===== config.mk =====
export PLATFORM = sky130hd
export DESIGN_NAME = shared_regs_dma_burst_req
export DESIGN_NICKNAME = d
export VERILOG_FILES = /design/src/rtl/shared_regs_pkg.sv /design/src/rtl/burst_tracker.sv /design/src/rtl/shared_regs_dma_burst_req.sv
export VERILOG_INCLUDE_DIRS = /design/src /design/src/rtl
export SDC_FILE = /design/constraint.sdc
export NUM_CORES = 1
export LEC_CHECK = 0
export BUFFER_PORTS_ARGS = -buffer_cell sky130_fd_sc_hd__buf_2
export CORE_MARGIN = 2
export CORE_UTILIZATION = 45
export CTS_BUF_LIST = sky130_fd_sc_hd__clkbuf_16
export DETAILED_ROUTE_END_ITERATION = 16
export GPL_TIMING_DRIVEN = 0
export PLACE_DENSITY_LB_ADDON = 0.1
export SLEW_MARGIN = 20
export SYNTH_ARGS = -nofsm -noshare
export SYNTH_HDL_FRONTEND = slang
export SYNTH_SLANG_ARGS = --single-unit

===== constraint.sdc =====
create_clock -name clk -period 3.4 [get_ports clk]
set_clock_uncertainty 0.15 [all_clocks]
set_input_delay 0.68 -clock clk [delete_from_list [all_inputs] [get_ports clk]]
set_output_delay 0.68 -clock clk [all_outputs]
set_load 0.02 [all_outputs]

===== src/rtl/shared_regs_params.svh =====
// offsets, field positions, reset values and the power move cycle count of the shared register bank
`ifndef SHARED_REGS_PARAMS_SVH
`define SHARED_REGS_PARAMS_SVH
`define ADR_TOP_STAT 8'h00
`define ADR_DEV_STAT 8'h01
`define ADR_HOST_STAT 8'h02
`define ADR_CPU_STAT 8'h03
`define ADR_BUF_STAT 8'h04
`define ADR_TOP_EN 8'h08
`define ADR_DEV_EN 8'h09
`define ADR_HOST_EN 8'h0A
`define ADR_CPU_EN 8'h0B
`define ADR_BUF_EN 8'h0C
`define ADR_REVISION 8'h10
`define ADR_CHIP_RESET 8'h11
`define ADR_PM_CTRL 8'h12
`define ADR_WAKE_HI 8'h14
`define ADR_WAKE_LO 8'h15
`define ADR_HOST_PWR 8'h16
`define ADR_HOST_XCVR 8'h17
`define ADR_DEV_LINE 8'h18
`define ADR_HOST_LINE 8'h19
`define ADR_XCVR_TUNE 8'h1B
`define ADR_ROLE_SEL 8'h1F
`define ADR_DMA_CTRL 8'h40
`define ADR_DMA_CFG 8'h41
`define ADR_DMA_CNT_HI 8'h42
`define ADR_DMA_CNT_LO 8'h43
`define RST_CHIP_RESET 8'h80
`define RST_HOST_XCVR 8'h91
`define RST_ZERO 8'h00
`define REVISION_VALUE 8'h5A
`define BIT_TOP_DEV 7
`define BIT_TOP_HOST 6
`define BIT_TOP_CPU 5
`define BIT_TOP_BUF 4
`define BIT_TOP_PM 0
`define BIT_CPU_DMA_DONE 0
`define BIT_CPU_DMA_WRAP 1
`define BIT_CPU_RAM_RD 7
`define BIT_BUF_EMPTY 0
`define BIT_BUF_FULL 1
`define BIT_BUF_NEMPTY 2
`define BIT_BUF_DMA_DONE 7
`define BIT_PM_SLEEP 7
`define BIT_PM_ACTIVE 6
`define BIT_PM_CUT 5
`define BIT_XCVR_RESET 7
`define BIT_FULL_RESET 0
`define BIT_DMA_GO 0
`define BIT_DMA_STOP 1
`define BIT_DMA_RUN 7
`define BIT_CFG_COUNT 0
`define BIT_CFG_FREE 1
`define PM_CYCLES 8
`endif


===== src/rtl/shared_regs_pkg.sv =====
// types shared by the register bank, its assertions and its bench
package shared_regs_pkg;
  typedef enum logic [1:0] {
    PM_SLEEP = 2'b00,
    PM_ACTIVE = 2'b01,
    PM_CUT = 2'b10,
    PM_MOVING = 2'b11
  } power_state_t;
  typedef enum logic [1:0] {
    REQ_IDLE = 2'b00,
    REQ_ON = 2'b01,
    REQ_GAP = 2'b10
  } req_state_t;
endpackage : shared_regs_pkg


===== src/rtl/burst_tracker.sv =====
// counts bytes of one dma request burst and flags its end
`timescale 1ns/1ns
module burst_tracker #(
  parameter int W = 5
) (
  input wire logic clk, // system clock
  input wire logic rst_n, // async reset, low
  input wire logic load, // start of a burst
  input wire logic [W-1:0] length, // bytes guaranteed in burst
  input wire logic step, // one byte moved
  output logic done // burst used up, level
);
  typedef struct packed {
    logic [W-1:0] left;
  } st_t;
  st_t s_q;
  st_t s_d;
  // load wins over step so a new burst never inherits a stale count
  always_comb begin
    s_d = s_q;
    if (load) begin
      s_d.left = length;
    end else if (step && s_q.left != '0) begin
      s_d.left = s_q.left - W'(1);
    end
  end
  always_ff @(posedge clk or negedge rst_n) begin
    if (!rst_n) begin
      s_q <= '0;
    end else begin
      s_q <= s_d;
    end
  end
  assign done = (s_q.left == '0);
endmodule : burst_tracker


===== src/rtl/shared_regs_dma_burst_req.sv =====
// shared control/status register bank with burst-count dma read request
// Operation
// - request when buffer data exceeds burst count
// - asserted request guarantees full burst length
// - count mode: remaining count sets guarantee
// - request drops briefly after every burst
// - running flag stays one until stopped or count ends
// - dma path offers a single-byte read only as a count-mode remainder
// - shared registers stay accessible while sleeping
// - top status summarises four groups, pm done
// - enables eight above status, gate propagation
// - cpu status: dma done, wrap, ram
// - buffer status: empty, full, not-empty, dma
// - power commands and two-bit state field
// - chip reset resets to transceiver reset set
// - role select bit zero, resets zero
// - free-run counter wrap sets overflow status
`timescale 1ns/1ns
`include "shared_regs_params.svh"
module shared_regs_dma_burst_req #(
  parameter int CNT_W = 16, // width of transfer byte counter
  parameter int FILL_W = 13 // width of buffer fill level
) (
  input wire logic clk, // system clock, 25 MHz
  input wire logic rst_n, // async reset, low
  input wire logic [7:0] addr, // register address
  input wire logic [7:0] wdata, // write data
  input wire logic wr, // write strobe
  input wire logic rd, // read strobe
  output logic [7:0] rdata, // read data, cycle after rd
  output logic irq, // level interrupt, high
  input wire logic [7:0] dev_events, // device engine event pulses
  input wire logic [7:0] host_events, // host engine event pulses
  input wire logic ram_read_complete, // ram read done pulse
  input wire logic buffer_empty, // buffer empty level
  input wire logic buffer_full, // buffer full level
  input wire logic [FILL_W-1:0] buffer_fill, // readable bytes
  input wire logic buffer_readable, // buffer open to external reads
  input wire logic [7:0] dev_line_in, // device line status level
  input wire logic [7:0] host_line_in, // host line status level
  input wire logic dma_ack_n, // dma acknowledge pin, low
  input wire logic dma_strobe, // one byte moved, pulse
  output logic dma_request_n, // dma request pin, low
  output logic transceiver_reset, // transceiver held in reset
  output logic full_logic_reset, // full logic reset command
  output logic role_host_select, // 1 host, 0 device
  output shared_regs_pkg::power_state_t power_state // power state
);
  import shared_regs_pkg::*;

  // ************************************************************
  // state
  // ************************************************************
  typedef struct packed {
    logic [7:0] dev_st;
    logic [7:0] host_st;
    logic [7:0] cpu_st;
    logic [7:0] buf_st;
    logic pm_done;
    logic [7:0] top_en;
    logic [7:0] dev_en;
    logic [7:0] host_en;
    logic [7:0] cpu_en;
    logic [7:0] buf_en;
    logic [7:0] chip_rst;
    logic [2:0] pm_cmd;
    power_state_t pm;
    logic [3:0] pm_timer;
    logic [15:0] wake;
    logic [7:0] host_pwr;
    logic [7:0] xcvr;
    logic [7:0] tune;
    logic role;
    logic [1:0] burst_cfg;
    logic count_mode;
    logic free_run;
    logic running;
    logic [CNT_W-1:0] count;
    req_state_t req;
    logic [1:0] ack_s;
    logic prev_empty;
    logic prev_full;
    logic [7:0] rdata;
  } st_t;
  st_t s_q;
  st_t s_d;

  logic burst_done;
  logic burst_load;
  logic [4:0] burst_len;
  logic [4:0] burst_bytes;
  logic have_burst;
  logic have_rest;
  logic byte_move;
  logic ack_sync;
  logic [7:0] top_val;

  // burst field counts 16-bit beats: 0..3 means 2,4,8,16 bytes
  assign burst_bytes = 5'(5'h02 << s_q.burst_cfg);
  // exceed test; a single-byte read is offered only as a count-mode remainder of one
  assign have_burst = buffer_fill > FILL_W'(burst_bytes);
  assign have_rest = s_q.count_mode && s_q.count != '0 &&
    CNT_W'(buffer_fill) > s_q.count;
  assign ack_sync = s_q.ack_s[1];
  assign byte_move = dma_strobe && !ack_sync && s_q.running;
  // guaranteed length: full burst, else the remaining count
  // count fits 5 bits: that path only wins when count < fill <= 16
  assign burst_len = have_burst ? burst_bytes : 5'(s_q.count);
  assign burst_load = s_q.req == REQ_IDLE && s_q.running &&
    buffer_readable && (have_burst || have_rest);

  burst_tracker #(
    .W(5)
  ) u_burst (
    .clk(clk),
    .rst_n(rst_n),
    .load(burst_load),
    .length(burst_len),
    .step(byte_move),
    .done(burst_done)
  );

  // ************************************************************
  // next state
  // ************************************************************
  always_comb begin
    logic wsel;
    logic cnt_wrap;
    logic cnt_end;
    logic empty_rise;
    logic full_rise;
    wsel = 1'b0;
    cnt_wrap = 1'b0;
    cnt_end = 1'b0;
    empty_rise = buffer_empty && !s_q.prev_empty;
    full_rise = buffer_full && !s_q.prev_full;
    s_d = s_q;
    // two flops on the acknowledge pin; only the second is ever read
    s_d.ack_s = {s_q.ack_s[0], dma_ack_n};
    s_d.prev_empty = buffer_empty;
    s_d.prev_full = buffer_full;
    s_d.rdata = 8'h00;

    // byte counter: count mode runs down, free-run counts up and wraps
    if (byte_move) begin
      if (s_q.free_run) begin
        s_d.count = s_q.count + CNT_W'(1);
        cnt_wrap = (s_q.count == '1);
      end else if (s_q.count_mode && s_q.count != '0) begin
        s_d.count = s_q.count - CNT_W'(1);
        cnt_end = (s_q.count == CNT_W'(1));
      end
    end

    // request sequencing with a forced gap after each burst
    unique case (s_q.req)
      REQ_IDLE: begin
        if (burst_load) begin
          s_d.req = REQ_ON;
        end
      end
      REQ_ON: begin
        if (!s_q.running || cnt_end) begin
          s_d.req = REQ_IDLE;
        end else if (burst_done) begin
          s_d.req = REQ_GAP;
        end
      end
      REQ_GAP: begin
        s_d.req = REQ_IDLE;
      end
      default: begin
        s_d.req = REQ_IDLE;
      end
    endcase

    // dma stops on count end; before then only a stop write clears running
    if (cnt_end) begin
      s_d.running = 1'b0;
    end

    // power transition timer
    if (s_q.pm == PM_MOVING) begin
      s_d.pm_timer = s_q.pm_timer - 4'(1);
      if (s_q.pm_timer == 4'(1)) begin
        s_d.pm_done = 1'b1;
        s_d.pm_cmd = 3'b000;
        s_d.pm = s_q.pm_cmd[2] ? PM_SLEEP :
          (s_q.pm_cmd[1] ? PM_ACTIVE : PM_CUT);
      end
    end

    // register read, valid the cycle after the strobe
    // sleep never blocks access: all shared registers stay open
    if (rd) begin
      unique case (addr)
        `ADR_TOP_STAT: s_d.rdata = top_val;
        `ADR_DEV_STAT: s_d.rdata = s_q.dev_st;
        `ADR_HOST_STAT: s_d.rdata = s_q.host_st;
        `ADR_CPU_STAT: s_d.rdata = s_q.cpu_st;
        `ADR_BUF_STAT: s_d.rdata = s_q.buf_st;
        `ADR_TOP_EN: s_d.rdata = s_q.top_en;
        `ADR_DEV_EN: s_d.rdata = s_q.dev_en;
        `ADR_HOST_EN: s_d.rdata = s_q.host_en;
        `ADR_CPU_EN: s_d.rdata = s_q.cpu_en;
        `ADR_BUF_EN: s_d.rdata = s_q.buf_en;
        `ADR_REVISION: s_d.rdata = `REVISION_VALUE; // arbitrary value
        `ADR_CHIP_RESET: s_d.rdata = s_q.chip_rst;
        `ADR_PM_CTRL: s_d.rdata = {s_q.pm_cmd, 3'b000, s_q.pm};
        `ADR_WAKE_HI: s_d.rdata = s_q.wake[15:8];
        `ADR_WAKE_LO: s_d.rdata = s_q.wake[7:0];
        `ADR_HOST_PWR: s_d.rdata = s_q.host_pwr;
        `ADR_HOST_XCVR: s_d.rdata = s_q.xcvr;
        `ADR_DEV_LINE: s_d.rdata = dev_line_in;
        `ADR_HOST_LINE: s_d.rdata = host_line_in;
        `ADR_XCVR_TUNE: s_d.rdata = s_q.tune;
        `ADR_ROLE_SEL: s_d.rdata = {7'h00, s_q.role};
        `ADR_DMA_CTRL: s_d.rdata = {s_q.running, 7'h00};
        `ADR_DMA_CFG: s_d.rdata = {4'h0, s_q.burst_cfg,
          s_q.free_run, s_q.count_mode};
        `ADR_DMA_CNT_HI: s_d.rdata = 8'(s_q.count >> 8);
        `ADR_DMA_CNT_LO: s_d.rdata = s_q.count[7:0];
        default: s_d.rdata = 8'h00;
      endcase
    end

    // register writes; write-one-to-clear comes before the sets below
    if (wr) begin
      wsel = 1'b1;
      unique case (addr)
        `ADR_TOP_STAT: begin
          if (wdata[`BIT_TOP_PM]) s_d.pm_done = 1'b0;
        end
        `ADR_DEV_STAT: s_d.dev_st = s_q.dev_st & ~wdata;
        `ADR_HOST_STAT: s_d.host_st = s_q.host_st & ~wdata;
        `ADR_CPU_STAT: s_d.cpu_st = s_q.cpu_st & ~wdata;
        `ADR_BUF_STAT: s_d.buf_st = s_q.buf_st & ~wdata;
        `ADR_TOP_EN: s_d.top_en = wdata;
        `ADR_DEV_EN: s_d.dev_en = wdata;
        `ADR_HOST_EN: s_d.host_en = wdata;
        `ADR_CPU_EN: s_d.cpu_en = wdata;
        `ADR_BUF_EN: s_d.buf_en = wdata;
        `ADR_CHIP_RESET: s_d.chip_rst = wdata;
        `ADR_PM_CTRL: begin
          if (s_q.pm != PM_MOVING && wdata[7:5] != 3'b000) begin
            s_d.pm_cmd = wdata[7:5];
            s_d.pm = PM_MOVING;
            s_d.pm_timer = 4'(`PM_CYCLES);
          end
        end
        `ADR_WAKE_HI: s_d.wake[15:8] = wdata;
        `ADR_WAKE_LO: s_d.wake[7:0] = wdata;
        `ADR_HOST_PWR: s_d.host_pwr = wdata;
        `ADR_HOST_XCVR: s_d.xcvr = wdata;
        `ADR_XCVR_TUNE: s_d.tune = wdata;
        `ADR_ROLE_SEL: s_d.role = wdata[0];
        `ADR_DMA_CTRL: begin
          if (wdata[`BIT_DMA_STOP]) begin
            s_d.running = 1'b0;
            s_d.req = REQ_IDLE;
          end else if (wdata[`BIT_DMA_GO]) begin
            s_d.running = 1'b1;
          end
        end
        `ADR_DMA_CFG: begin
          s_d.count_mode = wdata[`BIT_CFG_COUNT];
          s_d.free_run = wdata[`BIT_CFG_FREE];
          s_d.burst_cfg = wdata[3:2];
        end
        `ADR_DMA_CNT_HI: s_d.count = CNT_W'({wdata, s_q.count[7:0]});
        `ADR_DMA_CNT_LO: s_d.count[7:0] = wdata;
        default: wsel = 1'b0;
      endcase
    end

    // event sets win over a same-cycle clear
    s_d.dev_st = s_d.dev_st | dev_events;
    s_d.host_st = s_d.host_st | host_events;
    if (cnt_end) s_d.cpu_st[`BIT_CPU_DMA_DONE] = 1'b1;
    if (cnt_end) s_d.buf_st[`BIT_BUF_DMA_DONE] = 1'b1;
    if (cnt_wrap) s_d.cpu_st[`BIT_CPU_DMA_WRAP] = 1'b1;
    if (ram_read_complete) s_d.cpu_st[`BIT_CPU_RAM_RD] = 1'b1;
    if (empty_rise) s_d.buf_st[`BIT_BUF_EMPTY] = 1'b1;
    if (full_rise) s_d.buf_st[`BIT_BUF_FULL] = 1'b1;
    if (!buffer_empty) s_d.buf_st[`BIT_BUF_NEMPTY] = 1'b1;
    if (s_q.pm == PM_MOVING && s_q.pm_timer == 4'(1)) begin
      s_d.pm_done = 1'b1;
    end
    if (wsel && addr == `ADR_TOP_STAT) begin
      s_d.pm_done = s_d.pm_done;
    end
  end

  // ************************************************************
  // interrupt summary
  // ************************************************************
  // summary bits follow the enabled lower sources, no storage of their
  // own; kept as a signal so the interrupt pin follows every status
  // or enable change in the same cycle
  always_comb begin
    top_val = 8'h00;
    top_val[`BIT_TOP_DEV] = |(s_q.dev_st & s_q.dev_en);
    top_val[`BIT_TOP_HOST] = |(s_q.host_st & s_q.host_en);
    top_val[`BIT_TOP_CPU] = |(s_q.cpu_st & s_q.cpu_en);
    top_val[`BIT_TOP_BUF] = |(s_q.buf_st & s_q.buf_en);
    top_val[`BIT_TOP_PM] = s_q.pm_done;
  end

  // ************************************************************
  // registers
  // ************************************************************
  always_ff @(posedge clk or negedge rst_n) begin
    if (!rst_n) begin
      s_q <= '0;
      s_q.chip_rst <= `RST_CHIP_RESET;
      s_q.xcvr <= `RST_HOST_XCVR;
      s_q.pm <= PM_ACTIVE;
      s_q.ack_s <= 2'b11;
      s_q.prev_empty <= 1'b1;
    end else begin
      s_q <= s_d;
    end
  end

  // ************************************************************
  // outputs
  // ************************************************************
  // data outputs straight from flops, no decode after the register
  assign rdata = s_q.rdata;
  // level interrupt; stays high until software clears or masks
  assign irq = |(top_val & s_q.top_en);
  // request low only while a burst is owed; gap and idle read high
  assign dma_request_n = !(s_q.req == REQ_ON);
  // control pins decoded from their register bits
  assign transceiver_reset = s_q.chip_rst[`BIT_XCVR_RESET];
  assign full_logic_reset = s_q.chip_rst[`BIT_FULL_RESET];
  assign role_host_select = s_q.role;
  assign power_state = s_q.pm;
endmodule : shared_regs_dma_burst_req


==> Word level (Yosys, flattened, before mapping) <==
Cells that the tools add are included.
W data, S select, Z words.
{ "classes": {"n_reduce_logical": 64, "bitwise_logic": 12, "n_mux": 61, "n_eq_ne": 33, "n_addsub": 4, "shift": 1, "n_lt_le_gt_ge": 2} }
{ "op_table": {"columns": ["operator", "n"], "rows": [
  ["$pmux W8 S25", 1],
  ["$mux W154", 1],
  ["$mux W8", 17],
  ["$eq A8 B5 Y1 const B", 11],
  ["$and A8 B8 Y8", 9],
  ["$mux W16", 3],
  ["$reduce_and A2 Y1", 22],
  ["$eq A8 B4 Y1 const B", 5],
  ["$reduce_or A8 Y1", 5],
  ["$eq A8 B7 Y1 const B", 4],
  ["$mux W9", 3],
  ["$reduce_bool A2 Y1", 12],
  ["$mux W1", 22],
  ["$mux W5", 4],
  ["$add A16 B1 Y16 const B", 1],
  ["$eq A16 B1 Y1 const B", 1],
  ["$eq A16 B16 Y1 const B", 1],
  ["$eq A8 B2 Y1 const B", 2],
  ["$gt A13 B16 Y1", 1],
  ["$or A8 B8 Y8", 2],
  ["$pmux W8 S2", 1],
  ["$reduce_bool A16 Y1", 1],
  ["$sub A16 B1 Y16 const B", 1],
  ["$mux W2", 7],
  ["other kinds (22)", 40]
]} }
{ "word_totals": {"output_inout_bits": 15, "wordCells": 216, "reg_bits": 171, "in_bits": 71} }

==> Longest topological paths before layout <==
{ "depth": {"word_depth": 12, "mapped_depth": 9, "depth_no_buf": 8} }

==> By module <==
A second synthesis with hierarchy kept.
{ "hier_totals": {"hier_cells": 979, "hier_area_um2": 9938.3} }
{ "modules_own_cells": {"columns": ["module", "cells_each", "n_inst", "seq_area_each_um2", "area_each_um2"], "rows": [
  ["shared_regs_dma_burst_req", 947, 1, 4164.0, 9634.2],
  ["burst_tracker", 32, 1, 125.1, 304.0]
]} }

==> Worst setup path before layout <==
No wires, ideal clock.
{ "synth_timing": {"kind": "flip-flop to flip-flop", "start": "register s_q[34] in the netlist's numbering", "end": "register u_burst.s_q[1] in the netlist's numbering", "synth_period_minus_slack_ns": 2.734, "arrival_ns": 2.504, "slack_ns": 0.666, "n_path_buf": 1, "required_time_ns": 3.171, "setup_ns": 0.079, "path_stages_with_launch": 10, "cell_sequence": "dfrtp_1 -> or2_2 -> ha_1 -> o211a_1 -> a2111oi_0 -> o211a_1 -> clkbuf_1 -> nor2_1 -> a21oi_2 -> mux2i_1"} }
{ "synth_via": {"elab_chain_cells": 5, "word_cells_on_any_way": 7, "cone_classes": "order compare (1); shift (1); mux (2); reduce/logical (3)"} }
{ "synth_rtl": {"columns": ["element", "line_no", "source"], "rows": [
  ["start: declaration", "shared_regs_dma_burst_req.sv:85", "st_t s_q;"],
  ["$shl A2 B2 Y5 (*)", "shared_regs_dma_burst_req.sv:99", "assign burst_bytes = 5'(5'h02 << s_q.burst_cfg);"],
  ["$gt A13 B5 Y1", "shared_regs_dma_burst_req.sv:101", "assign have_burst = buffer_fill > FILL_W'(burst_bytes);"],
  ["$logic_or A1 B1 Y1", "shared_regs_dma_burst_req.sv:110", "buffer_readable && (have_burst || have_rest);"],
  ["$logic_and A1 B1 Y1", "shared_regs_dma_burst_req.sv:110", null],
  ["$mux W5 / $reduce_bool A2 Y1 (equally long branches)", null, null],
  ["end signal: assignment", "burst_tracker.sv:29", "s_q <= '0;"],
  ["end signal: assignment", "burst_tracker.sv:31", "s_q <= s_d;"],
  ["end: declaration", "burst_tracker.sv:16", "st_t s_q;"]
]} }
Every way passes the cells marked *; elsewhere a longest branch is shown, timed or not.
A chain may end at the register's enable or synchronous reset.

==> results.yml <==
synth:
  ys.flop_type: "sky130_fd_sc_hd__dfrtp_1"
  synth-edff-count: 0
  synthesis.area_um2: 9880
  syn-instance-count: 990
  synth_cell_type_count: 75
  syn_area_per_cell_um2: 9.98
  yosysSeqAreaShare: 0.434
  synth-warning-count: 0
  postSynthNetCount: 1085
  asyncSetResetFlopFracSynth: 1.00
  synth-seq-cells: 171
critical_path:
  setup.worst_path.start_class: "input port"
  critical_path_peak_fanout: 10
  worstSetupStartpoint: "addr[0]"
  arrival_ns: 3.66
  r2r_end: "u_burst.s_q[1]"
  critical_path.endpoint: "rdata[7]"
  timing.reg2reg.worst_path_depth: 9
  reg2reg_start: "s_q[34]"
  r2r_setup_slack_ns: 0.31
  worst-setup-path-type: "input port to flop"
  worstSetupEndpointType: "flop"
  cp_data_required_time_ns: 3.53
outcome:
  failed_checks: "hold timing, setup timing"
  run_status: "finished, violations left"
job:
  max_cap_violations: 0
timing:
  tightestPinTransition_ns: 0.989
  slew_viol_final: 0
  final_setup_violations: 1
  timing.final.crit_period_ns: 3.53
  grt_setup_unrepaired: "no"
  finalWorstSetupSlack_ns: -0.128
  hold_violations: 2
  hold_slack_ns: -0.00891
  timing.max_slew.rel_slack: 0.341
  clock.fmax_mhz: 283
  fin_crit_sh: 1.04
cts:
  cts_inserted_buffers: 17
  clockRootBuffer: "sky130_fd_sc_hd__clkbuf_16"
  post_cts.repair.setup_buffers: 0
  worst_skew_pair.late_latency_ns: 0.45
  clock_path_buffers: 2
  tritoncts: "yes"
  ctsHtreeMaxLevel: 4
  clk_pin_slew_ns: 0.08
  post_cts_resize_count: 0
  clock_sink_count: 171
  cts.hold.buffers_added: 0
layout:
  layout_commonest_cell: "sky130_fd_sc_hd__dfrtp_1"
  layout_common_cells: "sky130_fd_sc_hd__dfrtp_1 (163), sky130_fd_sc_hd__mux2_2 (99), sky130_fd_sc_hd__buf_2 (86)"
  num-nets-final: 1183
  post_layout_nonfiller_instances: 1382
  ratio_of_cells_with_drive_above_1_in_the_final_layout: 0.248
  layout-area-overhead-vs-synth_pct: 14.4
  fill_cells: 2065
power:
  total_power_mw: 4.99
  cellPowerDensity_nw_per_um2: 441
  power.ir.vdd_worst_mv: 0.328
  static-leakage-power_nw: 4.94
floorplan:
  die-width_um: 152
  core_region_area_um2: 21700
  die_height_um: 152
  placement_rows: 54
  fp.dieArea_um2: 23200
  floorplan.io_pins: 86
  floorplan.initialDensity: 0.456
route:
  antenna_violating_nets_left: 0
  detailroute.via_count: 8957
  drt-vias-per-instance: 6.48
  wirelength_routed_um: 37400
  wire_per_inst_um: 27.0
  total_iterations_of_the_first_detailed_routing_run: 6
  detailed_router_s_first_iteration_violation_count: 1139
  detail_route.drc_violations: 0
hold_path:
  hold_class: "input port to async pin"
grt:
  grt_pass1_wl_um: 56100
  first_global_vias: 8642
  grt_start_max_net_pins: 68
  globalRouteOverflowTotal: 0
  overall_fraction_of_global_route_tracks_in_use: 0.323
  antenna_found_initial: 1
place:
  placed_cells_incl_taps: 1349
  hpwlAfterDp_um: 27300
  numPortBuffers: 77
  gpl.final_weighted_congestion: 0.998
  detailedPlace.worstSlack_ns: -0.283
## where the power goes
group	leakage (nW)	switching, mW	internal [mW]
combinational	2.47	0.459	0.251
clock	0.299	0.990	1.06
sequential	2.18	0.0898	2.14
## stage by stage
step,utilization,TNS [ns],cell area (µm²)
2_1_floorplan,-,0,9880
3_3_place_gp,0.490,-227.76,10600
3_5_place_dp,0.493,-3.32,10700
4_1_cts,0.521,0,11300
5_1_grt,0.521,0,11300
6_report,0.521,-0.128,11300
## cells in the mapped netlist, drive strengths merged (3+ instances only)
master	instances	area (µm²)
a21o	19	143
o211ai	7	52.6
o211a	3	30.0
a32oi	8	70.1
or3	5	31.3
a22o	5	43.8
a211oi	8	60.1
mux2i	20	200
nor4	14	87.6
nand4	21	131
a311oi	3	32.5
a22oi	40	300
inv	26	97.6
nand3	56	290
xor2	4	35.0
a21oi	41	209
and2	5	31.3
dfrtp	163	4080
clkbuf	44	168
nand2	78	293
a31oi	9	56.3
nor3	22	131
o21a	9	67.6
nor4b	4	41.3
and3	6	37.5
dfstp	8	210
a221oi	6	52.6
o22ai	8	50.1
nand3b	6	45.0
mux2	99	1110
o21ai	53	269
buf	32	223
nor2	61	293
a222oi	3	30.0
or2	5	31.3
o2111ai	3	26.3
nand2b	9	56.3
a41oi	6	52.6
ha	24	300
xnor2	11	96.3
and4	4	35.0
nor2b	5	31.3
## registers in the layout, summed over array words and instances, names as in the netlist
signal             count
role_host_select       1
transceiver_reset      1
s_q                  151
s_d                    1
rdata                  8
ack_sync               1
power_state            2
u_burst.s_q            5
full_logic_reset       1
## worst min path at each step
stage	to	slack [ns]
floorplan	ack_sync	0.20
global placement	ack_sync	0.20
detailed placement	ack_sync	0.20
CTS	s_q[15]	0.01
global route	s_q[15]	0.02
finish	s_q[15]	-0.009
## area by class of cell
| class | count | area (µm²) | area share |
|---|---|---|---|
| Multi-Input combinational cell | 717 | 5110 | 0.452 |
| Sequential cell | 171 | 4290 | 0.379 |
| Timing Repair Buffer | 79 | 450 | 0.0398 |
| Clock buffer | 17 | 425 | 0.0376 |
| Buffer | 76 | 390 | 0.0345 |
| Tap cell | 280 | 350 | 0.0310 |
| Clock inverter | 15 | 196 | 0.0174 |
| Inverter | 26 | 97.6 | 0.00863 |
| Antenna cell | 1 | 2.50 | 0.000221 |
## cells by family (layout without fill, tap and decap cells)
group                    after synthesis  count (layout)  share of synthesized area
AO/OA/AOI/OAI                        251             251                      0.174
multiplexers                         120             120                      0.135
XOR/XNOR                              15              15                     0.0133
AND/OR/NAND/NOR                      307             307                      0.164
other                                  0               1                          0
buffers and inverters                102             213                     0.0494
adder cells (fa/ha/maj)               24              24                     0.0304
flip-flops                           171             171                      0.434
## layer usage
layer  GRT usage  wire (µm)
met2       0.479      16200
met1       0.462      16200
met5           0          0
met3      0.0774       3500
met4       0.118       1410
## critical path: stages
cell	delay [ns]
sky130_fd_sc_hd__buf_2	0.19
sky130_fd_sc_hd__nor2b_1	0.68
sky130_fd_sc_hd__clkbuf_1	0.74
sky130_fd_sc_hd__a22oi_1	0.33
sky130_fd_sc_hd__o22ai_1	0.35
sky130_fd_sc_hd__a21oi_1	0.15
sky130_fd_sc_hd__a41oi_1	0.53
No activity file was read; power rests on OpenSTA's default activity.
